## config.mk

```make
export PLATFORM = sky130hd
export DESIGN_NAME = button_wake_power_sequencer
export DESIGN_NICKNAME = d
export VERILOG_FILES = /design/src/common/power_seq_pkg.sv /design/src/logic/button_debounce.sv /design/src/logic/button_wake_power_sequencer.sv /design/src/logic/wake_gate.sv
export VERILOG_INCLUDE_DIRS = /design/src /design/src/common
export SDC_FILE = /design/constraint.sdc
export NUM_CORES = 1
export LEC_CHECK = 0
export ABC_AREA = 1
export ABC_CLOCK_PERIOD_IN_PS = 2410
export BUFFER_PORTS_ARGS = -buffer_cell sky130_fd_sc_hd__buf_4
export CAP_MARGIN = 15
export CORE_UTILIZATION = 40
export CTS_CLUSTER_SIZE = 14
export DETAILED_ROUTE_END_ITERATION = 7
export GPL_ROUTABILITY_DRIVEN = 0
export GPL_TIMING_DRIVEN = 0
export SLEW_MARGIN = 20
export SYNTH_ARGS = -nofsm -noshare
export SYNTH_HDL_FRONTEND = slang
export SYNTH_SLANG_ARGS = --single-unit
```

## constraint.sdc

```tcl
create_clock -name i_core_clk -period 2.41 [get_ports i_core_clk]
set_clock_uncertainty 0.15 [all_clocks]
set_input_delay 0.482 -clock i_core_clk [delete_from_list [all_inputs] [get_ports i_core_clk]]
set_output_delay 0.482 -clock i_core_clk [all_outputs]
set_load 0.02 [all_outputs]
```

## src/common/power_seq_regs.svh

```systemverilog
// timing counts and reset values of the button and power sequencer
// assumes a 40 MHz core clock; included by bare name
`ifndef POWER_SEQ_REGS_SVH
`define POWER_SEQ_REGS_SVH

`define CORE_CLK_HZ 40000000
`define DEBOUNCE_MS 10
`define DEBOUNCE_CYC (`DEBOUNCE_MS * (`CORE_CLK_HZ / 1000))
`define DB_CNT_W 20
`define FORCE_OFF_MIN_S 4
`define FORCE_OFF_MAX_S 5
`define FORCE_OFF_CYC (`FORCE_OFF_MIN_S * `CORE_CLK_HZ)
`define CNT_W 28
`define PG_DELAY_CYC 28'h0000010
`define HUB_RST_CYC 28'h0000010
`define HARD_RST_CYC 8'h10
`define HARD_CNT_W 8
`define ACPI_RST 1'b0
`define LEGACY_WAKE_RST 9'h000

`endif

```

## src/common/power_seq_pkg.sv

```systemverilog
// types shared by the power sequencer and its helpers
// assumes nothing beyond a SystemVerilog compiler
package power_seq_pkg;

    // ==========================================================
    // system states
    typedef enum logic [1:0] {
        sys_on,
        sys_light_sleep,
        sys_nv_sleep,
        sys_soft_off
    } sys_state_type;

    typedef enum logic [2:0] {
        seq_off,
        seq_supply,
        seq_good,
        seq_run,
        seq_down,
        seq_sleep
    } seq_type;

    // ==========================================================
    // carriers
    typedef struct packed {
        logic ring_a;
        logic ring_b;
        logic pme_pci32;
        logic pme_pci_sec;
        logic pme_pci_pri;
        logic rtc_alarm;
        logic mouse;
        logic keyboard;
        logic usb;
    } wake_src_type;

    typedef struct packed {
        logic emergency_mgmt_port_n;
        logic id_button_n;
        logic nmi_button_n;
        logic reset_button_n;
        logic front_sleep_button_n;
        logic front_power_button_n;
    } buttons_type;

    typedef struct packed {
        logic mgmt_port;
        logic id;
        logic nmi;
        logic reset;
        logic sleep;
        logic power;
    } press_type;

    typedef struct packed {
        logic req;
        sys_state_type target;
    } sleep_cmd_type;

    typedef struct packed {
        logic shutdown;
        logic sleep;
        logic wake;
    } sci_type;

endpackage

```

## src/logic/button_debounce.sv

```systemverilog
// one active-low button: two-stage synchroniser, debounce, press pulse
// assumes an asynchronous pin and a single core clock
`include "power_seq_regs.svh"

module button_debounce #(
    parameter int unsigned DB_CYCLES = `DEBOUNCE_CYC
) (
    input wire logic i_core_clk,
    input wire logic i_rst_b,
    input wire logic i_ce,
    input wire logic i_button_n,
    output logic o_press
);
    logic meta_q, sync_q, stable_q, stable_d, press_d;
    logic [`DB_CNT_W-1:0] cnt_q, cnt_d;

    // ==========================================================
    // debounce
    always_comb begin
        stable_d = stable_q;
        press_d = 1'b0;
        cnt_d = '0;
        if (sync_q != stable_q) begin
            cnt_d = cnt_q + 1'b1;
            if (cnt_q == `DB_CNT_W'(DB_CYCLES - 1)) begin
                stable_d = sync_q;
                press_d = ~sync_q;
                cnt_d = '0;
            end
        end
    end

    always_ff @(posedge i_core_clk) begin
        if (!i_rst_b) begin
            meta_q <= 1'b1;
            sync_q <= 1'b1;
            stable_q <= 1'b1;
            cnt_q <= '0;
            o_press <= 1'b0;
        end else if (i_ce) begin
            meta_q <= i_button_n;
            sync_q <= meta_q;
            stable_q <= stable_d;
            cnt_q <= cnt_d;
            o_press <= press_d;
        end
    end
endmodule // button_debounce

```

## src/logic/button_wake_power_sequencer.sv

```systemverilog
// front panel buttons, wake sources and power-state sequencing
// assumes button and wake pins are asynchronous, firmware commands and
// sleep requests come from logic on i_core_clk
`include "power_seq_regs.svh"

module button_wake_power_sequencer #(
    parameter int unsigned FORCE_OFF_CYCLES = `FORCE_OFF_CYC,
    parameter int unsigned DEBOUNCE_CYCLES = `DEBOUNCE_CYC
) (
    input wire logic i_core_clk,
    input wire logic i_rst_b,
    input wire logic i_ce,
    input wire power_seq_pkg::buttons_type i_buttons,
    input wire power_seq_pkg::wake_src_type i_wake,
    input wire logic i_hub_wake,
    input wire logic i_acpi_enable_cmd,
    input wire power_seq_pkg::sleep_cmd_type i_sleep_cmd,
    input wire logic i_legacy_wake_load,
    input wire power_seq_pkg::wake_src_type i_legacy_wake_en,
    input wire logic i_front_id_led_en,
    output logic o_supply_power_request,
    output logic o_hub_power_good,
    output logic o_hub_reset_n,
    output logic o_system_reset_n,
    output logic o_cpu_nmi,
    output power_seq_pkg::sci_type o_sci,
    output logic o_hub_wake,
    output logic o_rear_id_led,
    output logic o_front_id_led,
    output logic o_acpi_mode,
    output power_seq_pkg::sys_state_type o_power_state
);
    // ==========================================================
    // declarations
    power_seq_pkg::press_type press;
    logic [5:0] btn_vec, press_vec;
    logic wake_hit;

    power_seq_pkg::seq_type seq_q, seq_d;
    logic [`CNT_W-1:0] cnt_q, cnt_d;
    logic supply_d, pg_d, hub_rst_n_d;
    power_seq_pkg::sys_state_type sys_d;

    logic acpi_d, sys_rst_n_d;
    logic [`HARD_CNT_W-1:0] rst_cnt_q, rst_cnt_d;
    power_seq_pkg::wake_src_type legacy_en_q, legacy_en_d;

    power_seq_pkg::sci_type sci_d;
    logic hub_wake_d, nmi_d, id_d, front_id_d;

    logic power_press, is_on, asleep, wake_any, hard_reset;

    // ==========================================================
    // button conditioning
    assign btn_vec = i_buttons;
    assign press = power_seq_pkg::press_type'(press_vec);

    for (genvar b = 0; b < 6; b++) begin : g_btn
        button_debounce #(
            .DB_CYCLES(DEBOUNCE_CYCLES)
        ) u_db (
            .i_core_clk(i_core_clk),
            .i_rst_b(i_rst_b),
            .i_ce(i_ce),
            .i_button_n(btn_vec[b]),
            .o_press(press_vec[b])
        );
    end

    wake_gate u_wake (
        .i_core_clk(i_core_clk),
        .i_rst_b(i_rst_b),
        .i_ce(i_ce),
        .i_wake(i_wake),
        .i_hub_wake(i_hub_wake),
        .i_acpi(o_acpi_mode),
        .i_state(o_power_state),
        .i_legacy_en(legacy_en_q),
        .o_wake(wake_hit)
    );

    // ==========================================================
    // shared conditions
    always_comb begin
        power_press = press.power | press.mgmt_port;
        is_on = (seq_q == power_seq_pkg::seq_run);
        asleep = (seq_q == power_seq_pkg::seq_off) || (seq_q == power_seq_pkg::seq_sleep);
        // sleep press wakes only under acpi
        wake_any = power_press | wake_hit | (o_acpi_mode & press.sleep);
        hard_reset = press.reset & is_on;
    end

    // ==========================================================
    // power sequencer
    always_comb begin
        seq_d = seq_q;
        cnt_d = cnt_q;
        supply_d = o_supply_power_request;
        pg_d = o_hub_power_good;
        hub_rst_n_d = o_hub_reset_n;
        sys_d = o_power_state;
        case (seq_q)
            power_seq_pkg::seq_off: begin
                supply_d = 1'b0;
                pg_d = 1'b0;
                hub_rst_n_d = 1'b0;
                if (wake_any) begin
                    seq_d = power_seq_pkg::seq_supply;
                    supply_d = 1'b1;
                    cnt_d = '0;
                end
            end
            power_seq_pkg::seq_supply: begin
                cnt_d = cnt_q + 1'b1;
                if (cnt_q == `PG_DELAY_CYC - 1'b1) begin
                    seq_d = power_seq_pkg::seq_good;
                    pg_d = 1'b1;
                    cnt_d = '0;
                end
            end
            power_seq_pkg::seq_good: begin
                cnt_d = cnt_q + 1'b1;
                if (cnt_q == `HUB_RST_CYC - 1'b1) begin
                    seq_d = power_seq_pkg::seq_run;
                    hub_rst_n_d = 1'b1;
                    sys_d = power_seq_pkg::sys_on;
                end
            end
            power_seq_pkg::seq_run: begin
                if (i_sleep_cmd.req && i_sleep_cmd.target == power_seq_pkg::sys_light_sleep) begin
                    // light sleep keeps supply and context
                    seq_d = power_seq_pkg::seq_sleep;
                    sys_d = power_seq_pkg::sys_light_sleep;
                end else if (i_sleep_cmd.req && i_sleep_cmd.target != power_seq_pkg::sys_on) begin
                    seq_d = power_seq_pkg::seq_off;
                    supply_d = 1'b0;
                    pg_d = 1'b0;
                    hub_rst_n_d = 1'b0;
                    sys_d = i_sleep_cmd.target;
                end else if (power_press && !o_acpi_mode) begin
                    seq_d = power_seq_pkg::seq_down;
                    cnt_d = '0;
                end
            end
            power_seq_pkg::seq_down: begin
                cnt_d = cnt_q + 1'b1;
                if ((i_sleep_cmd.req && i_sleep_cmd.target != power_seq_pkg::sys_on &&
                     i_sleep_cmd.target != power_seq_pkg::sys_light_sleep) ||
                    cnt_q == `CNT_W'(FORCE_OFF_CYCLES - 1)) begin
                    seq_d = power_seq_pkg::seq_off;
                    supply_d = 1'b0;
                    pg_d = 1'b0;
                    hub_rst_n_d = 1'b0;
                    sys_d = power_seq_pkg::sys_soft_off;
                end
            end
            power_seq_pkg::seq_sleep: begin
                if (wake_any) begin
                    seq_d = power_seq_pkg::seq_run;
                    sys_d = power_seq_pkg::sys_on;
                end
            end
            default: begin
                seq_d = power_seq_pkg::seq_off;
            end
        endcase
    end

    always_ff @(posedge i_core_clk) begin
        if (!i_rst_b) begin
            seq_q <= power_seq_pkg::seq_off;
            cnt_q <= '0;
            o_supply_power_request <= 1'b0;
            o_hub_power_good <= 1'b0;
            o_hub_reset_n <= 1'b0;
            o_power_state <= power_seq_pkg::sys_soft_off;
        end else if (i_ce) begin
            seq_q <= seq_d;
            cnt_q <= cnt_d;
            o_supply_power_request <= supply_d;
            o_hub_power_good <= pg_d;
            o_hub_reset_n <= hub_rst_n_d;
            o_power_state <= sys_d;
        end
    end

    // ==========================================================
    // mode, configuration and hard reset
    always_comb begin
        acpi_d = o_acpi_mode;
        sys_rst_n_d = o_system_reset_n;
        rst_cnt_d = rst_cnt_q;
        legacy_en_d = legacy_en_q;
        if (hard_reset) begin
            acpi_d = 1'b0;
            sys_rst_n_d = 1'b0;
            rst_cnt_d = '0;
        end else if (i_acpi_enable_cmd) begin
            acpi_d = 1'b1;
        end
        if (!o_system_reset_n && !hard_reset) begin
            rst_cnt_d = rst_cnt_q + 1'b1;
            if (rst_cnt_q == `HARD_RST_CYC - 1'b1) begin
                sys_rst_n_d = 1'b1;
            end
        end
        if (i_legacy_wake_load) begin
            legacy_en_d = i_legacy_wake_en;
        end
    end

    always_ff @(posedge i_core_clk) begin
        if (!i_rst_b) begin
            o_acpi_mode <= `ACPI_RST;
            o_system_reset_n <= 1'b1;
            rst_cnt_q <= '0;
            legacy_en_q <= `LEGACY_WAKE_RST;
        end else if (i_ce) begin
            o_acpi_mode <= acpi_d;
            o_system_reset_n <= sys_rst_n_d;
            rst_cnt_q <= rst_cnt_d;
            legacy_en_q <= legacy_en_d;
        end
    end

    // ==========================================================
    // events to software, processor and LEDs
    always_comb begin
        sci_d = '0;
        hub_wake_d = 1'b0;
        nmi_d = press.nmi;
        id_d = o_rear_id_led;
        if (is_on && o_acpi_mode && power_press) begin
            sci_d.shutdown = 1'b1;
        end
        if (o_acpi_mode && press.sleep) begin
            if (is_on) begin
                sci_d.sleep = 1'b1;
            end
            if (asleep) begin
                hub_wake_d = 1'b1;
                sci_d.wake = 1'b1;
            end
        end
        if (press.id) begin
            id_d = ~o_rear_id_led;
        end
        front_id_d = id_d & i_front_id_led_en;
    end

    always_ff @(posedge i_core_clk) begin
        if (!i_rst_b) begin
            o_sci <= '0;
            o_hub_wake <= 1'b0;
            o_cpu_nmi <= 1'b0;
            o_rear_id_led <= 1'b0;
            o_front_id_led <= 1'b0;
        end else if (i_ce) begin
            o_sci <= sci_d;
            o_hub_wake <= hub_wake_d;
            o_cpu_nmi <= nmi_d;
            o_rear_id_led <= id_d;
            o_front_id_led <= front_id_d;
        end
    end
endmodule // button_wake_power_sequencer

```

## src/logic/wake_gate.sv

```systemverilog
// wake-source qualification by mode and sleep state
// assumes wake pins are asynchronous active-high levels
`include "power_seq_regs.svh"

module wake_gate (
    input wire logic i_core_clk,
    input wire logic i_rst_b,
    input wire logic i_ce,
    input wire power_seq_pkg::wake_src_type i_wake,
    input wire logic i_hub_wake,
    input wire logic i_acpi,
    input wire power_seq_pkg::sys_state_type i_state,
    input wire power_seq_pkg::wake_src_type i_legacy_en,
    output logic o_wake
);
    power_seq_pkg::wake_src_type meta_q, sync_q, prev_q, rise;
    logic hub_meta_q, hub_sync_q, hub_prev_q, wake_d;

    function automatic logic wake_ok(power_seq_pkg::wake_src_type ev, logic acpi,
                                     power_seq_pkg::sys_state_type st,
                                     power_seq_pkg::wake_src_type en);
        logic broad;
        broad = ev.ring_a | ev.ring_b | ev.pme_pci32 | ev.pme_pci_pri | ev.rtc_alarm;
        if (acpi) begin
            wake_ok = broad | ev.pme_pci_sec
                    // input devices only from light sleep
                    | ((st == power_seq_pkg::sys_light_sleep) & (ev.mouse | ev.keyboard));
        end else begin
            wake_ok = |{ev.ring_a & en.ring_a, ev.ring_b & en.ring_b, ev.pme_pci32 & en.pme_pci32,
                        ev.pme_pci_pri & en.pme_pci_pri, ev.rtc_alarm & en.rtc_alarm};
        end
    endfunction

    always_comb begin
        rise = sync_q & ~prev_q;
        wake_d = wake_ok(rise, i_acpi, i_state, i_legacy_en) | (hub_sync_q & ~hub_prev_q);
    end

    always_ff @(posedge i_core_clk) begin
        if (!i_rst_b) begin
            meta_q <= '0;
            sync_q <= '0;
            prev_q <= '0;
            hub_meta_q <= 1'b0;
            hub_sync_q <= 1'b0;
            hub_prev_q <= 1'b0;
            o_wake <= 1'b0;
        end else if (i_ce) begin
            meta_q <= i_wake;
            sync_q <= meta_q;
            prev_q <= sync_q;
            hub_meta_q <= i_hub_wake;
            hub_sync_q <= hub_meta_q;
            hub_prev_q <= hub_sync_q;
            o_wake <= wake_d;
        end
    end
endmodule // wake_gate

```

* Yosys cells after proc, flatten, opt, wreduce, memory -nomap -nowiden
Index checks and enable logic that the tools add are counted.
** Word-level totals
- Bits in registers :: 233
- Output and inout port bits :: 14
- Bits in writable memories :: 0
- Bits in latches :: 0
- Word-level logic and storage cells :: 261
- Input bits :: 34
- ROM bits :: 0
- Memories :: 0
** Cells by class
- $mul :: 0
- Muxes and demuxes :: 67
- Bitwise operators :: 31
- Divide/modulo/power cells :: 0
- Add/sub/neg operators :: 8
- Eq/ne operators :: 34
- Magnitude comparators :: 0
- Shift operators :: 0
- Reductions and logical operators :: 39
** Operator list (number)
- 20-bit 2-to-1 mux :: 12
- 28-bit 2-to-1 mux :: 5
- 20-bit by 1-bit adder with 20-bit output (second input constant) :: 6
- 20-bit by 19-bit == test with 1-bit output (second input constant) :: 6
- 28-bit one-hot mux with 4 select lines :: 1
- 28-bit by 1-bit adder with 28-bit output (second input constant) :: 1
- 28-bit == test (second input constant) :: 1
- 28-bit by 4-bit == test with 1-bit output (second input constant) :: 1
- 1-bit 2-to-1 mux :: 28
- 3-bit 2-to-1 mux :: 8
- 6-bit AND reduction :: 4
- 3-bit one-hot mux with 6 select lines :: 1
- 3-bit AND reduction :: 6
- 8-bit 2-to-1 mux :: 2
- 4-bit nonzero test :: 4
- 2-bit inequality test (second input constant) :: 7
- 2-bit 2-to-1 mux :: 6
- 1-bit bitwise OR :: 11
- 1-bit AND :: 10
- 9-bit AND :: 1
- 9-bit inverter :: 1
- 8-bit by 1-bit adder with 8-bit output (second input constant) :: 1
- 8-bit by 4-bit == test with 1-bit output (second input constant) :: 1
- 1-bit logical AND :: 8
- 22 further kinds :: 47

* Depth between registers and ports, before layout
- Word-level depth :: 10
- Gate-level depth with buffers :: 12

* Modules after synthesis
A second synthesis with hierarchy kept.
** Second synthesis, totals
- Cells, all modules :: 1917
- Area total of the unflattened synthesis :: 12798.5 µm²
** By module, submodules not included
- button_debounce :: sequential area each 480.5 µm², area an instance 1368.8 µm², times used 6, cells an instance 208
- button_wake_power_sequencer :: sequential area each 1221.2 µm², area an instance 3444.6 µm², times used 1, cells an instance 519
- wake_gate :: sequential area each 560.5 µm², area an instance 1141.1 µm², times used 1, cells an instance 150

* Least setup slack after synthesis
No wires, ideal clock.
- Path type :: register to register
- From :: reg cnt_q[0]
- To :: reg seq_q[2]
- Data arrival time :: 1.485 ns
- Clock period less this slack :: 1.748 ns
- Path slack :: 0.662 ns
- Library setup time :: 0.113 ns
- Buffers on the path :: 0
- Data required time :: 2.147 ns
- Stages on the path, launching flop included :: 13
- Cell sequence :: dfxtp_1 ha_1 nand3_2 nor2_2 nand2_1 inv_1 nand3_1 nand2_1 nand3_1 nor2_1 nand2_1 nand2_1 nor2_1
** Between the ends
- Word-level cells in the longest chain between the ends :: 4
- Elaborated cells between the ends (all ways) :: 7
- Classes of those cells :: 5 x eq/ne; 2 x reduce/logical
** RTL lines
- start: declaration :: line button_wake_power_sequencer.sv:40 : logic [`CNT_W-1:0] cnt_q, cnt_d;
- start signal: assignment :: line button_wake_power_sequencer.sv:179 : cnt_q <= cnt_d;
- 28-bit == test :: line button_wake_power_sequencer.sv:149 : cnt_q == `CNT_W'(FORCE_OFF_CYCLES - 1)) begin
- 1-bit logical OR :: line button_wake_power_sequencer.sv:147 : if ((i_sleep_cmd.req && i_sleep_cmd.target != power_seq_pkg::sys_on &&
- 2-bit inequality test (no line)
- 7-bit AND reduction (no line) (*)
- end signal: assignment :: line button_wake_power_sequencer.sv:171 : seq_q <= power_seq_pkg::seq_off;
- end signal: assignment :: line button_wake_power_sequencer.sv:178 : seq_q <= seq_d;
- end: declaration :: line button_wake_power_sequencer.sv:39 : power_seq_pkg::seq_type seq_q, seq_d;
Every way passes the cells marked *; elsewhere a longest branch is shown, timed or not.
A chain may end at the register's enable or synchronous reset.

==> impl_metrics.csv <==
group,metric,value,unit
timing,slew_headroom,34.0,%
floorplanning,core.rowCount,61,
clock_tree,cts_tree,"done",
placement,placedInstanceArea,12100,um^2
timing,fin_crit_sh,91.2,%
timing,finalSetupViolCount,0,
clock_tree,h-tree-depth,1,
synthesis,synthFlopType,"dfxtp_1",
cells_and_area,fin_area,13000,um^2
synthesis,ys.warnings.count,0,
worst_setup_path,critPathKind,"primary input to flop",
global_route,grtUsageTotal,20.4,%
floorplanning,start_util,40.7,%
drt,routed_via_density,4.96,
cells_and_area,n_antenna_cell,0,
synthesis,syn_nets,1654,
job,max_cap_viol_count,0,
drt,postRouteAntennaNets,0,
timing,hold_violations,0,
clock_tree,cts-root-buf,"clkbuf_16",
timing,final.setup.tns,0,ps
cells_and_area,drive_above_1_share,10.5,%
floorplanning,die_w,170,um
worst_setup_path,cp-end-kind,"flop",
synthesis,syn_inst,1612,
floorplanning,die-area,29000,um^2
floorplanning,coreArea,27900,um^2
timing,period_needed,2200,ps
clock_tree,clk_latency,530,ps
floorplanning,dieHeight,170,um
placement,portBuffers,42,
cells_and_area,nets,1725,
drt,vias,10326,
power_and_ir_drop,p_total,9.41,mW
power_and_ir_drop,p_seq_share,42.5,%
cells_and_area,final_cell_mix,"nand2_1 (311), nor2_1 (264), dfxtp_1 (229), inv_1 (198), a21oi_1 (90)",
worst_setup_path,critPathSlowestCell,"clkbuf_1",
cells_and_area,areaGrowthSynthToFinish,14.9,%
synthesis,synth_area,11300,um^2
cells_and_area,layout_commonest_cell,"nand2_1",
clock_tree,cts_buffer_depth,3,
worst_setup_path,worst_ep_required_time,2700,ps
worst_setup_path,crit_chain,"buf_4 > buf_4 > clkbuf_1 > clkbuf_1 > nand2_1 > a21oi_1",
drt,drtPass1Iterations,5,
worst_setup_path,slowest_delay,770,ps
power_and_ir_drop,power.internal,6.83,mW
timing,rsz0062_at_grt,"false",
drt,post_drt_wl_per_cell,14.0,um
worst_setup_path,crit_path_start_kind,"primary input",
global_route,grt_overflow,0,
run_status,status,"finished clean",
clock_tree,cts_inserted_buffers,27,
power_and_ir_drop,power_leakage,5.20,nW
timing,fmax,455,MHz
synthesis,synth.distinct_cells,55,
power_and_ir_drop,power.switching,2.58,mW
power_and_ir_drop,pwr-share-comb,14.2,%
cells_and_area,utilization,46.7,%
floorplanning,io_pins,48,
drt,dr.first_iter.drc_count,676,
synthesis,synth-seq-cells,229,
synthesis,synth_edf_count,0,
timing,tightest_slew,991,ps
timing,slew_viol_final,0,
power_and_ir_drop,p_per_area,723,nW/um^2
worst_setup_path,arrival,2490,ps
placement,dp_hpwl,21100,um
drt,drc,0,
clock_tree,path_clk_slew,60,ps
global_route,grt_max_degree,13,
synthesis,seq_area_frac_synth,40.5,%
power_and_ir_drop,vdd.ir_drop.worst,531,uV
synthesis,synth.avg_cell_area,7.03,um^2
synthesis,ys_async_sr_fraction,0,%
drt,wl,29200,um
global_route,first_global_vias,9622,
power_and_ir_drop,switching_share,27.4,%
power_and_ir_drop,p_clk_share,43.4,%
global_route,antenna_found_initial,0,
worst_setup_path,worstPathMaxFanout,10,
global_route,grt_pass1_wl,47700,um
clock_tree,cts_sinks,229,
hold_path,min_path_type,"primary input to flop",
==> synthesized netlist by cell type, types with 3 or more instances <==
library cell	instances	area share, %
nand2_2	7	0.39
xor2_1	42	3.2
nor2_2	18	0.99
and3_1	4	0.22
o2111ai_1	3	0.23
buf_2	13	0.57
ha_1	8	0.88
nor3b_2	6	0.66
nor3_1	56	2.5
nor2_4	5	0.50
nand4_1	39	2.2
nor4_1	8	0.44
nand3_1	89	3.9
o211ai_1	11	0.73
nand3_2	4	0.35
clkbuf_1	15	0.50
o21ai_1	7	0.31
buf_6	7	0.70
nor2_1	264	8.7
inv_2	4	0.13
dfxtp_1	229	40
a31oi_1	6	0.33
a21oi_1	90	4.0
nand2_1	311	10
o21bai_1	5	0.33
buf_4	7	0.46
nor3b_1	9	0.60
o21ai_0	89	3.9
nor3_2	6	0.53
xnor2_1	21	1.6
inv_1	198	6.6
==> registers in the layout, indices dropped and copies added, names as in the netlist, 2 cells and up <==
signal               count
g_btn.u_db.cnt_q       120
cnt_q                   28
rst_cnt_q                8
u_wake.meta_q            8
u_wake.prev_q            8
u_wake.sync_q            8
g_btn.u_db.meta_q        6
g_btn.u_db.o_press       6
g_btn.u_db.stable_q      6
g_btn.u_db.sync_q        6
legacy_en_q              5
o_sci                    3
seq_q                    3
o_power_state            2
==> layer usage <==
| metal | vias to the layer above | routed length, um | global-route usage, % |
|---|---|---|---|
| met5 | - | 0 | 0 |
| met4 | 0 | 457 | 4.11 |
| met3 | 34 | 1330 | 2.98 |
| met2 | 181 | 13600 | 35.0 |
| met1 | 4752 | 13800 | 27.1 |
| li1 | 5359 | - | - |
==> path summary, 6_finish.rpt <==
| path | startpoint | to | slack, ps | cells past startpoint |
|---|---|---|---|---|
| setup / recovery | i_ce | g_btn[4].u_db.cnt_q[10]$_SDFFE_PN0P_ | 210 | 6 |
| setup reg to reg | g_btn[4].u_db.cnt_q[0]$_SDFFE_PN0P_ | g_btn[4].u_db.cnt_q[12]$_SDFFE_PN0P_ | 240 | 11 |
| hold / removal | i_wake[3] | u_wake.meta_q[3]$_SDFFE_PN0P_ | 40 | 3 |
| hold reg to reg | u_wake.prev_q[5]$_SDFFE_PN0P_ | u_wake.prev_q[5]$_SDFFE_PN0P_ | 310 | 2 |
==> final cells by class <==
cell class	count	area (um^2)
well taps	378	473
multi-input cells	1134	5710
flip-flops and latches	229	4580
clock inverters	11	113
repair buffers	42	315
fillers	2843	14800
inverters	204	771
clock buffers	38	777
plain buffers	45	265
==> power groups by stage <==
stage | Combinational (mW) | Sequential, mW | Clock, mW
finish | 1.33 | 4.00 | 4.08
global route | 1.49 | 4.01 | 4.32
CTS | 1.33 | 3.99 | 4.16
detailed placement | 1.32 | 4.08 | 0
global placement | 1.31 | 4.07 | 0
floorplan | 0.938 | 4.09 | 0
==> repair_timing <==
action / in CTS / in global routing
setup buffers: 0 / 0
hold buffers: 0 / 0
setup endpoints to repair: 0 / 2
gates resized for setup: 0 / 1
==> worst max-delay path, delay by kind of cell <==
kind                   cells  cell delay [ps]
buffers and inverters      4             1730
AOI/OAI and AO/OA          1              140
and+or+nand+nor            1              130
==> through the flow <==
stage               hold WS (ps)  cells  worst slack [ps]
global placement             293   2032              -298
detailed placement           298   2032              -327
CTS                         18.6   2081               195
floorplan                    279   1612               662
finish                      39.1   2081               213
global route                26.4   2081              16.8
==> logic make-up after synthesis <==
| kind of cell | count (synthesis) | synth area share (%) |
|---|---|---|
| DFF | 229 | 40.5 |
| and+or+nand+nor | 838 | 33.7 |
| muxes | 1 | 0.0884 |
| buffers and inverters | 249 | 9.14 |
| AOI/OAI and AO/OA | 224 | 10.8 |
| xor gates and xnor gates | 63 | 4.87 |
| adders and majority gates | 8 | 0.884 |
No activity file was read; power rests on OpenSTA's default activity.
